--- src/compact_timer_params.svh ---
/*
 Register offsets, field positions, reset values and clock-select codes for the
 compact 10-bit timer core.
 Assumes a plain byte-wide register port with one-cycle strobes.
*/
`ifndef COMPACT_TIMER_PARAMS_SVH
`define COMPACT_TIMER_PARAMS_SVH

`define CT_ADDR_W        3
`define CT_OFF_CTRL0     3'h0
`define CT_OFF_CTRL1     3'h1
`define CT_OFF_CNT_LO    3'h2
`define CT_OFF_CNT_HI    3'h3
`define CT_OFF_CMPA_LO   3'h4
`define CT_OFF_CMPA_HI   3'h5
`define CT_OFF_STATUS    3'h6

`define CT_CTRL0_RESET   8'h00
`define CT_CTRL1_RESET   8'h00

`define CT_BIT_PAUSE     7
`define CT_BIT_ON        3
`define CT_BIT_OC        3
`define CT_BIT_POL       2
`define CT_BIT_DPX       1
`define CT_BIT_CCLR      0

`define CT_CK_SYS_DIV4   3'h0
`define CT_CK_SYS        3'h1
`define CT_CK_HI_DIV16   3'h2
`define CT_CK_HI_DIV64   3'h3
`define CT_CK_SUB_A      3'h4
`define CT_CK_SUB_B      3'h5
`define CT_CK_PIN_RISE   3'h6
`define CT_CK_PIN_FALL   3'h7

`define CT_SYS_DIV       4'h4
`define CT_HI_DIV16      6'h10
`define CT_HI_DIV64      7'h40
`define CT_CNT_MAX       10'h3FF

`endif

--- src/compact_timer_pkg.sv ---
/*
 Types shared by the compact timer core.
 Assumes compact_timer_params.svh for all numeric constants except the operating-mode codes of op_mode_e.
*/
`default_nettype none
package compact_timer_pkg;

	typedef enum logic [1:0] {
		MODE_CMP_OUT = 2'h0,
		MODE_UNDEF   = 2'h1,
		MODE_PWM     = 2'h2,
		MODE_TIMER   = 2'h3
	} op_mode_e;

	typedef struct packed {
		logic [7:0] ctrl0;
		logic [7:0] ctrl1;
		logic [9:0] count;
		logic [9:0] cmp_a;
		logic [7:0] low_buf;
		logic [7:0] rd_data;
		logic [1:0] sys_div;
		logic [5:0] hi_div;
		logic [2:0] pin_sync;
		logic       pin_state;
		logic [2:0] sub_sync;
		logic       sub_state;
		logic       out_lvl;
		logic       pin_out;
		logic       pin_out_b;
		logic       flag_a;
		logic       flag_p;
		logic       irq_a;
		logic       irq_p;
	} timer_state_s;

endpackage : compact_timer_pkg
`default_nettype wire

--- src/compact_timer_module_core.sv ---
/*
 Compact 10-bit timer core: counter, period and compare-A comparators,
 byte-buffered register pairs, compare and PWM output, paired output pins.
 Assumes the high clock enable pulse comes from the clock generator on ref_clk,
 and the sub clock and external count pin are asynchronous levels.
*/
// The address-and-strobe port and the address map were decided locally.
`include "compact_timer_params.svh"
`default_nettype none
module compact_timer_module_core
	import compact_timer_pkg::*;
(
	// Clock and reset
	input  wire logic                  ref_clk,
	input  wire logic                  rst_b,
	// Register port
	input  wire logic [`CT_ADDR_W-1:0] reg_addr,
	input  wire logic [7:0]            reg_wdata,
	input  wire logic                  reg_wr,
	input  wire logic                  reg_rd,
	output logic      [7:0]            reg_rdata,
	// Clock sources
	input  wire logic                  high_clock_tick,
	input  wire logic                  sub_clock,
	input  wire logic                  external_count_clock_pin,
	// Timer outputs
	output logic                       timer_output,
	output logic                       timer_output_inverted,
	output logic                       compare_a_irq,
	output logic                       compare_p_irq
);

	timer_state_s st_reg;
	timer_state_s st_next;

	function automatic logic [7:0] pair_high(input logic [9:0] v);
		pair_high = {6'h00, v[9:8]};
	endfunction : pair_high

	logic       pause;
	logic [2:0] clk_sel;
	logic       module_on;
	logic [2:0] period_match_bits;
	op_mode_e   operating_mode_select;
	logic [1:0] out_func;
	logic       init_lvl;
	logic       out_pol;
	logic       duty_swap;
	logic       counter_clear_select;
	logic       on_rise;
	logic       tick;
	logic       match_a;
	logic       match_p;
	logic       wrap;
	logic       clr_evt;
	logic       lvl;
	logic       duty_hit;

	always_comb begin
		pause                 = st_reg.ctrl0[`CT_BIT_PAUSE];
		clk_sel               = st_reg.ctrl0[6:4];
		module_on             = st_reg.ctrl0[`CT_BIT_ON];
		period_match_bits     = st_reg.ctrl0[2:0];
		operating_mode_select = op_mode_e'(st_reg.ctrl1[7:6]);
		out_func              = st_reg.ctrl1[5:4];
		init_lvl              = st_reg.ctrl1[`CT_BIT_OC];
		out_pol               = st_reg.ctrl1[`CT_BIT_POL];
		duty_swap             = st_reg.ctrl1[`CT_BIT_DPX];
		counter_clear_select  = st_reg.ctrl1[`CT_BIT_CCLR];
	end

	always_comb begin
		st_next = st_reg;
		on_rise = 1'b0;
		tick    = 1'b0;
		lvl     = st_reg.out_lvl;
		duty_hit = 1'b0;

		// Prescalers run continuously so the selected rate is steady on switch-over
		st_next.sys_div = st_reg.sys_div + 2'h1;
		if (high_clock_tick) begin
			st_next.hi_div = st_reg.hi_div + 6'h01;
		end

		// Only the second and third stages are compared, never the first
		st_next.pin_sync = {st_reg.pin_sync[1:0], external_count_clock_pin};
		st_next.sub_sync = {st_reg.sub_sync[1:0], sub_clock};
		if (st_reg.pin_sync[1] == st_reg.pin_sync[2]) begin
			st_next.pin_state = st_reg.pin_sync[2];
		end
		if (st_reg.sub_sync[1] == st_reg.sub_sync[2]) begin
			st_next.sub_state = st_reg.sub_sync[2];
		end

		unique case (clk_sel)
			`CT_CK_SYS_DIV4: tick = (st_reg.sys_div == 2'(`CT_SYS_DIV - 1));
			`CT_CK_SYS:      tick = 1'b1;
			`CT_CK_HI_DIV16: tick = high_clock_tick
				&& (st_reg.hi_div[3:0] == 4'(`CT_HI_DIV16 - 1));
			`CT_CK_HI_DIV64: tick = high_clock_tick
				&& (st_reg.hi_div == 6'(`CT_HI_DIV64 - 1));
			`CT_CK_SUB_A,
			`CT_CK_SUB_B:    tick = st_next.sub_state && !st_reg.sub_state;
			`CT_CK_PIN_RISE: tick = st_next.pin_state && !st_reg.pin_state;
			`CT_CK_PIN_FALL: tick = !st_next.pin_state && st_reg.pin_state;
		endcase
		tick = tick && module_on && !pause;

		// Comparators look at the count as it stands before the tick advances it
		match_a  = tick && (st_reg.count == st_reg.cmp_a);
		// Period 000 never matches; the wrap at full count stands in for it
		match_p  = tick && period_match_bits != 3'h0
			&& (st_reg.count[9:7] == period_match_bits);
		wrap     = tick && (st_reg.count == `CT_CNT_MAX);
		clr_evt  = 1'b0;

		if (tick) begin
			st_next.count = st_reg.count + 10'h001;
			if (operating_mode_select == MODE_PWM) begin
				// Period comparator ends the cycle; DPX swaps which one is period
				clr_evt = duty_swap ? match_a : (match_p || wrap);
			end else if (counter_clear_select) begin
				// A zero compare value would pin the count at zero; let it overflow
				clr_evt = match_a && st_reg.cmp_a != 10'h000;
			end else begin
				clr_evt = (match_p && period_match_bits != 3'h0) || wrap;
			end
			if (clr_evt) begin
				st_next.count = 10'h000;
			end
		end

		// Interrupt requests follow the matches; clear select A suppresses P
		st_next.irq_a = match_a && !(st_reg.cmp_a == 10'h000 && counter_clear_select);
		st_next.irq_p = (match_p || (wrap && period_match_bits == 3'h0))
			&& !counter_clear_select;
		st_next.flag_a = st_reg.flag_a | st_next.irq_a;
		st_next.flag_p = st_reg.flag_p | st_next.irq_p;

		unique case (operating_mode_select)
			MODE_CMP_OUT: begin
				if (match_a) begin
					unique case (out_func)
						2'h0: lvl = st_reg.out_lvl;
						2'h1: lvl = 1'b0;
						2'h2: lvl = 1'b1;
						2'h3: lvl = !st_reg.out_lvl;
					endcase
				end
			end
			MODE_PWM: begin
				duty_hit = duty_swap ? (st_reg.count[9:7] < period_match_bits)
					: (st_reg.count < st_reg.cmp_a);
				unique case (out_func)
					2'h0: lvl = !init_lvl;
					2'h1: lvl = init_lvl;
					2'h2: lvl = duty_hit ? init_lvl : !init_lvl;
					2'h3: lvl = st_reg.out_lvl;
				endcase
			end
			MODE_UNDEF,
			MODE_TIMER: lvl = st_reg.out_lvl;
		endcase
		st_next.out_lvl = lvl;

		// Register port
		st_next.rd_data = 8'h00;
		if (reg_wr) begin
			unique case (reg_addr)
				`CT_OFF_CTRL0: begin
					st_next.ctrl0 = reg_wdata;
					on_rise = reg_wdata[`CT_BIT_ON] && !module_on;
				end
				`CT_OFF_CTRL1:   st_next.ctrl1 = reg_wdata;
				`CT_OFF_CMPA_LO: st_next.low_buf = reg_wdata;
				`CT_OFF_CMPA_HI: st_next.cmp_a = {reg_wdata[1:0], st_reg.low_buf};
				`CT_OFF_STATUS: begin
					// Write one to clear; a new event in the same cycle wins
					st_next.flag_a = (st_reg.flag_a && !reg_wdata[0]) || st_next.irq_a;
					st_next.flag_p = (st_reg.flag_p && !reg_wdata[1]) || st_next.irq_p;
				end
				// Counter pair is read-only and ignores writes
				default: ;
			endcase
		end
		if (reg_rd) begin
			unique case (reg_addr)
				`CT_OFF_CTRL0:   st_next.rd_data = st_reg.ctrl0;
				`CT_OFF_CTRL1:   st_next.rd_data = st_reg.ctrl1;
				`CT_OFF_CNT_HI: begin
					st_next.rd_data = pair_high(st_reg.count);
					st_next.low_buf = st_reg.count[7:0];
				end
				`CT_OFF_CMPA_HI: begin
					st_next.rd_data = pair_high(st_reg.cmp_a);
					st_next.low_buf = st_reg.cmp_a[7:0];
				end
				`CT_OFF_CNT_LO,
				`CT_OFF_CMPA_LO: st_next.rd_data = st_reg.low_buf;
				`CT_OFF_STATUS:  st_next.rd_data = {6'h00, st_reg.flag_p, st_reg.flag_a};
				default:         st_next.rd_data = 8'h00;
			endcase
		end

		if (on_rise) begin
			st_next.count   = 10'h000;
			st_next.out_lvl = init_lvl;
		end

		st_next.pin_out   = st_next.out_lvl ^ out_pol;
		st_next.pin_out_b = !(st_next.out_lvl ^ out_pol);
	end

	always_ff @(posedge ref_clk or negedge rst_b) begin
		if (!rst_b) begin
			st_reg           <= '0;
			st_reg.ctrl0     <= `CT_CTRL0_RESET;
			st_reg.ctrl1     <= `CT_CTRL1_RESET;
			st_reg.pin_out_b <= 1'b1;
		end else begin
			st_reg <= st_next;
		end
	end

	always_comb begin
		reg_rdata             = st_reg.rd_data;
		timer_output          = st_reg.pin_out;
		timer_output_inverted = st_reg.pin_out_b;
		compare_a_irq         = st_reg.irq_a;
		compare_p_irq         = st_reg.irq_p;
	end

endmodule : compact_timer_module_core
`default_nettype wire

--- config.mk ---
export PLATFORM = sky130hd
export DESIGN_NAME = compact_timer_module_core
export DESIGN_NICKNAME = d
export VERILOG_FILES = /design/src/compact_timer_pkg.sv /design/src/compact_timer_module_core.sv
export VERILOG_INCLUDE_DIRS = /design/src
export SDC_FILE = /design/constraint.sdc
export NUM_CORES = 1
export LEC_CHECK = 0
export BUFFER_PORTS_ARGS = -buffer_cell sky130_fd_sc_hd__buf_2
export CELL_PAD_IN_SITES_DETAIL_PLACEMENT = 0
export CELL_PAD_IN_SITES_GLOBAL_PLACEMENT = 1
export CORE_MARGIN = 3
export CORE_UTILIZATION = 49
export CTS_CLUSTER_DIAMETER = 30
export DETAILED_ROUTE_END_ITERATION = 8
export PLACE_DENSITY = 0.93
export RECOVER_POWER = 50
export SLEW_MARGIN = 20
export SYNTH_ARGS = -nofsm -noshare
export SYNTH_HDL_FRONTEND = slang
export SYNTH_SLANG_ARGS = --single-unit
export TNS_END_PERCENT = 30
--- constraint.sdc ---
create_clock -name ref_clk -period 3.45 [get_ports ref_clk]
set_clock_uncertainty 0.15 [all_clocks]
set_input_delay 0.345 -clock ref_clk [delete_from_list [all_inputs] [get_ports ref_clk]]
set_output_delay 0.345 -clock ref_clk [all_outputs]
set_load 0.01 [all_outputs]
==> metrics.yaml <==
pin_count: 30
p_clk_share_pct: 26.0
wl_per_cell_um: 17.0
core_mm2: 0.00781
tns_ps: 0
area_delta_synth_final_pct: 10.3
cts_buffers: 9
syn_inst: 387
first_pass_iters: 4
final_net_count: 445
drive_gt1_share_pct: 19.0
seq_power_share_pct: 47.7
startpoint: "st_reg[56]"
setup_viol: 0
max_freq_mhz: 394
vdd_ir_drop_max_v: 0.000222
pre_cts_ws_ps: 879
ys_async_sr_fraction_pct: 100
rows: 32
clk_pin_slew_ps: 90
r2r_slack_ps: 910
ctsHtreeMaxLevel: 3
synth-edff-count: 0
cts_tree: "yes"
clockBufferDepth: 2
final_area_mm2: 0.00440
path_class: "reg -> reg"
cts.sinks: 75
num_vias: 3077
hold_depth: 2
end_kind: "register"
cp-start-kind: "register"
period_share_pct: 73.6
hold_viol: 0
internal-power_mw: 1.77
hpwl_um: 6470
worst_pin_slew_ps: 1810
setup_slack_ps: 911
die_area_mm2: 0.00925
grt_remaining_overflow: 0
cp_data_arrival_time_ps: 2670
hp-class: "in -> reg"
grt_start_max_net_pins: 76
io_buffers: 29
grtUsageTotal_pct: 21.2
largest_reg_flops: 43
synth-warning-count: 0
p_leak_nw: 1.99
ctsResizeCount: 0
hold_start: "high_clock_tick"
syn-num-nets: 421
min_period_ps: 2540
num-fill-cells: 698
die_w_um: 96.2
combPwrFrac_pct: 26.4
synth_area_mm2: 0.00398
cts-root-buf: "clkbuf_8"
grt_pass1_wl_um: 15000
maxCapViolations: 1
crit_fanout: 8
status: "finished, violations left"
power_density_mw_per_mm2: 617
ys_seq_area_share_pct: 47.1
drt_iter0_markers: 159
final-seq-area_mm2: 0.00188
start_util_pct: 51.0
grt_pass1_vias: 3025
finalMaxSlewViolations: 76
netSwitchingPower_uw: 943
switching_share_pct: 34.8
required_ps: 3580
insertion_delay_ps: 350
drt-vias-per-instance: 5.94
die_y_um: 96.2
dpl_cell_area_mm2: 0.00417
yosysUniqueCellTypes: 53
layoutNonFillerInstCount: 518
multiInputGateArea_mm2: 0.00190
rr_worst_depth: 8
gp_congestion: 0.931
synth-seq-cells: 75
synthFlopType: "dfrtp_1"
wirelength_um: 8830
drc: 0
drtAntennaViolNets: 0
relSlewSlack_pct: -20.9
insertedDiodeCount: 0
postLayoutCoreUtil_pct: 56.3
critical_path.reg2reg.startpoint: "st_reg[56]"
dp.cells: 500
antenna_found_initial: 0
violations: "capacitance limit, slew limit"
rsz0062_at_grt: "no"
syn_avg_cell_area_um2: 10.3
power by group through the flow:
stage | combinational (mW) | clock, mW | sequential, mW
finish | 0.714 | 0.704 | 1.29
global route | 0.806 | 0.762 | 1.32
CTS | 0.716 | 0.720 | 1.29
detailed placement | 0.708 | 0 | 1.30
global placement | 0.670 | 0 | 1.30
floorplan | 0.529 | 0 | 1.24
final timing paths:
| check | end |
|---|---|
| setup / recovery | timer_output |
| max in group asynchronous | st_reg[3] |
| setup reg to reg | timer_output |
| min in group asynchronous | st_reg[2] |
| hold reg to reg | st_next[14] |
| hold / removal | st_reg[15] |
per-stage QoR:
step / hold WS [ps] / power, mW
floorplan: -101 / 1.77
global placement: 184 / 1.97
detailed placement: 189 / 2.01
CTS: 21.8 / 2.72
global route: 77.7 / 2.89
finish: 78.8 / 2.71
cells in the mapped netlist, types with 2 or more instances:
cell	count	area share, %
ha_1	16	5.0
a22o_1	8	1.8
clkbuf_1	9	0.85
o22ai_1	4	0.63
xor2_1	3	0.66
nor3_1	4	0.50
xnor2_1	5	1.1
o21ai_0	24	3.0
maj3_1	2	0.50
dfrtp_1	74	46
buf_1	2	0.19
nor3b_1	3	0.57
buf_4	8	1.5
mux2_2	24	6.8
and3b_1	2	0.44
nor2b_1	8	1.3
and2_1	3	0.47
a21oi_1	17	2.1
a21o_1	6	1.1
and3_1	2	0.31
nand2_1	34	3.2
o31ai_1	2	0.38
o41ai_1	2	0.44
inv_1	24	2.3
nand3_1	6	0.75
mux2i_1	18	4.5
nand2b_1	4	0.63
nor4bb_1	2	0.50
nor2_1	29	2.7
o21a_1	4	0.75
nor4_1	2	0.31
nand4_1	7	1.1
a41oi_1	2	0.44
buf_2	2	0.25
a31oi_1	2	0.31
a211oi_1	6	1.1
layout by cell type, fill, tap and decap left out, drive strengths merged, types with 4 or more instances in the layout:
| cell type | Yosys | routed |
|---|---|---|
| nor3 | 4 | 4 |
| nand2b | 4 | 4 |
| xnor2 | 5 | 5 |
| o22ai | 4 | 4 |
| o21ai | 24 | 24 |
| a21o | 6 | 6 |
| ha | 16 | 16 |
| dfrtp | 74 | 74 |
| nand2 | 34 | 34 |
| nand3 | 6 | 6 |
| o21a | 4 | 4 |
| buf | 12 | 31 |
| mux2i | 18 | 18 |
| mux2 | 24 | 24 |
| inv | 24 | 27 |
| nand4 | 7 | 7 |
| nor2b | 8 | 8 |
| a21oi | 17 | 17 |
| a22o | 8 | 8 |
| clkbuf | 9 | 10 |
| nor2 | 29 | 29 |
| a211oi | 6 | 6 |
| o41ai | 4 | 4 |
timing repair:
item | in CTS | in global routing
endpoints found under the setup margin | 0 | 0
endpoints found under the hold margin | 2 | 0
hold buffers | 2 | 0
buffers inserted | 0 | 0
worst max-delay path: stages (launching register included):
cell and delay (ps):
dfrtp_1 500, ha_1 350, a211oi_1 210, o21a_1 220, o211a_1 220, a21o_1 130
a211oi_1 90, o41ai_4 440, xor2_1 170
kinds of logic (layout without fill, tap and decap cells):
group                    Yosys count  count (layout)  share of synthesized area, %
multiplexers                      42              42                          11.3
buffers and inverters             45              74                          5.06
AO/OA/AOI/OAI                     88              88                          15.3
flip-flops                        75              75                          47.1
adder cells (fa/ha/maj)           18              18                          5.53
XOR/XNOR                           8               8                          1.76
AND/OR/NAND/NOR                  111             111                          13.9
layer usage:
layer  vias to the layer above  global-route usage [%]  part of all wire [%]
met5                         -                       0                     0
met4                         0                    9.72                   3.2
li1                       1421                       -                     -
met2                        96                    32.7                    48
met1                      1533                    29.0                    44
met3                        27                    3.60                   5.2
cell type report:
cell class / count / area share (%)
clock inverters: 7 / 1.91
flip-flops and latches: 75 / 42.7
inverters: 24 / 2.05
well taps: 102 / 2.90
clock buffers: 9 / 2.82
multi-input cells: 267 / 43.3
repair buffers: 34 / 4.27
Power figures use the tool's default switching activity.
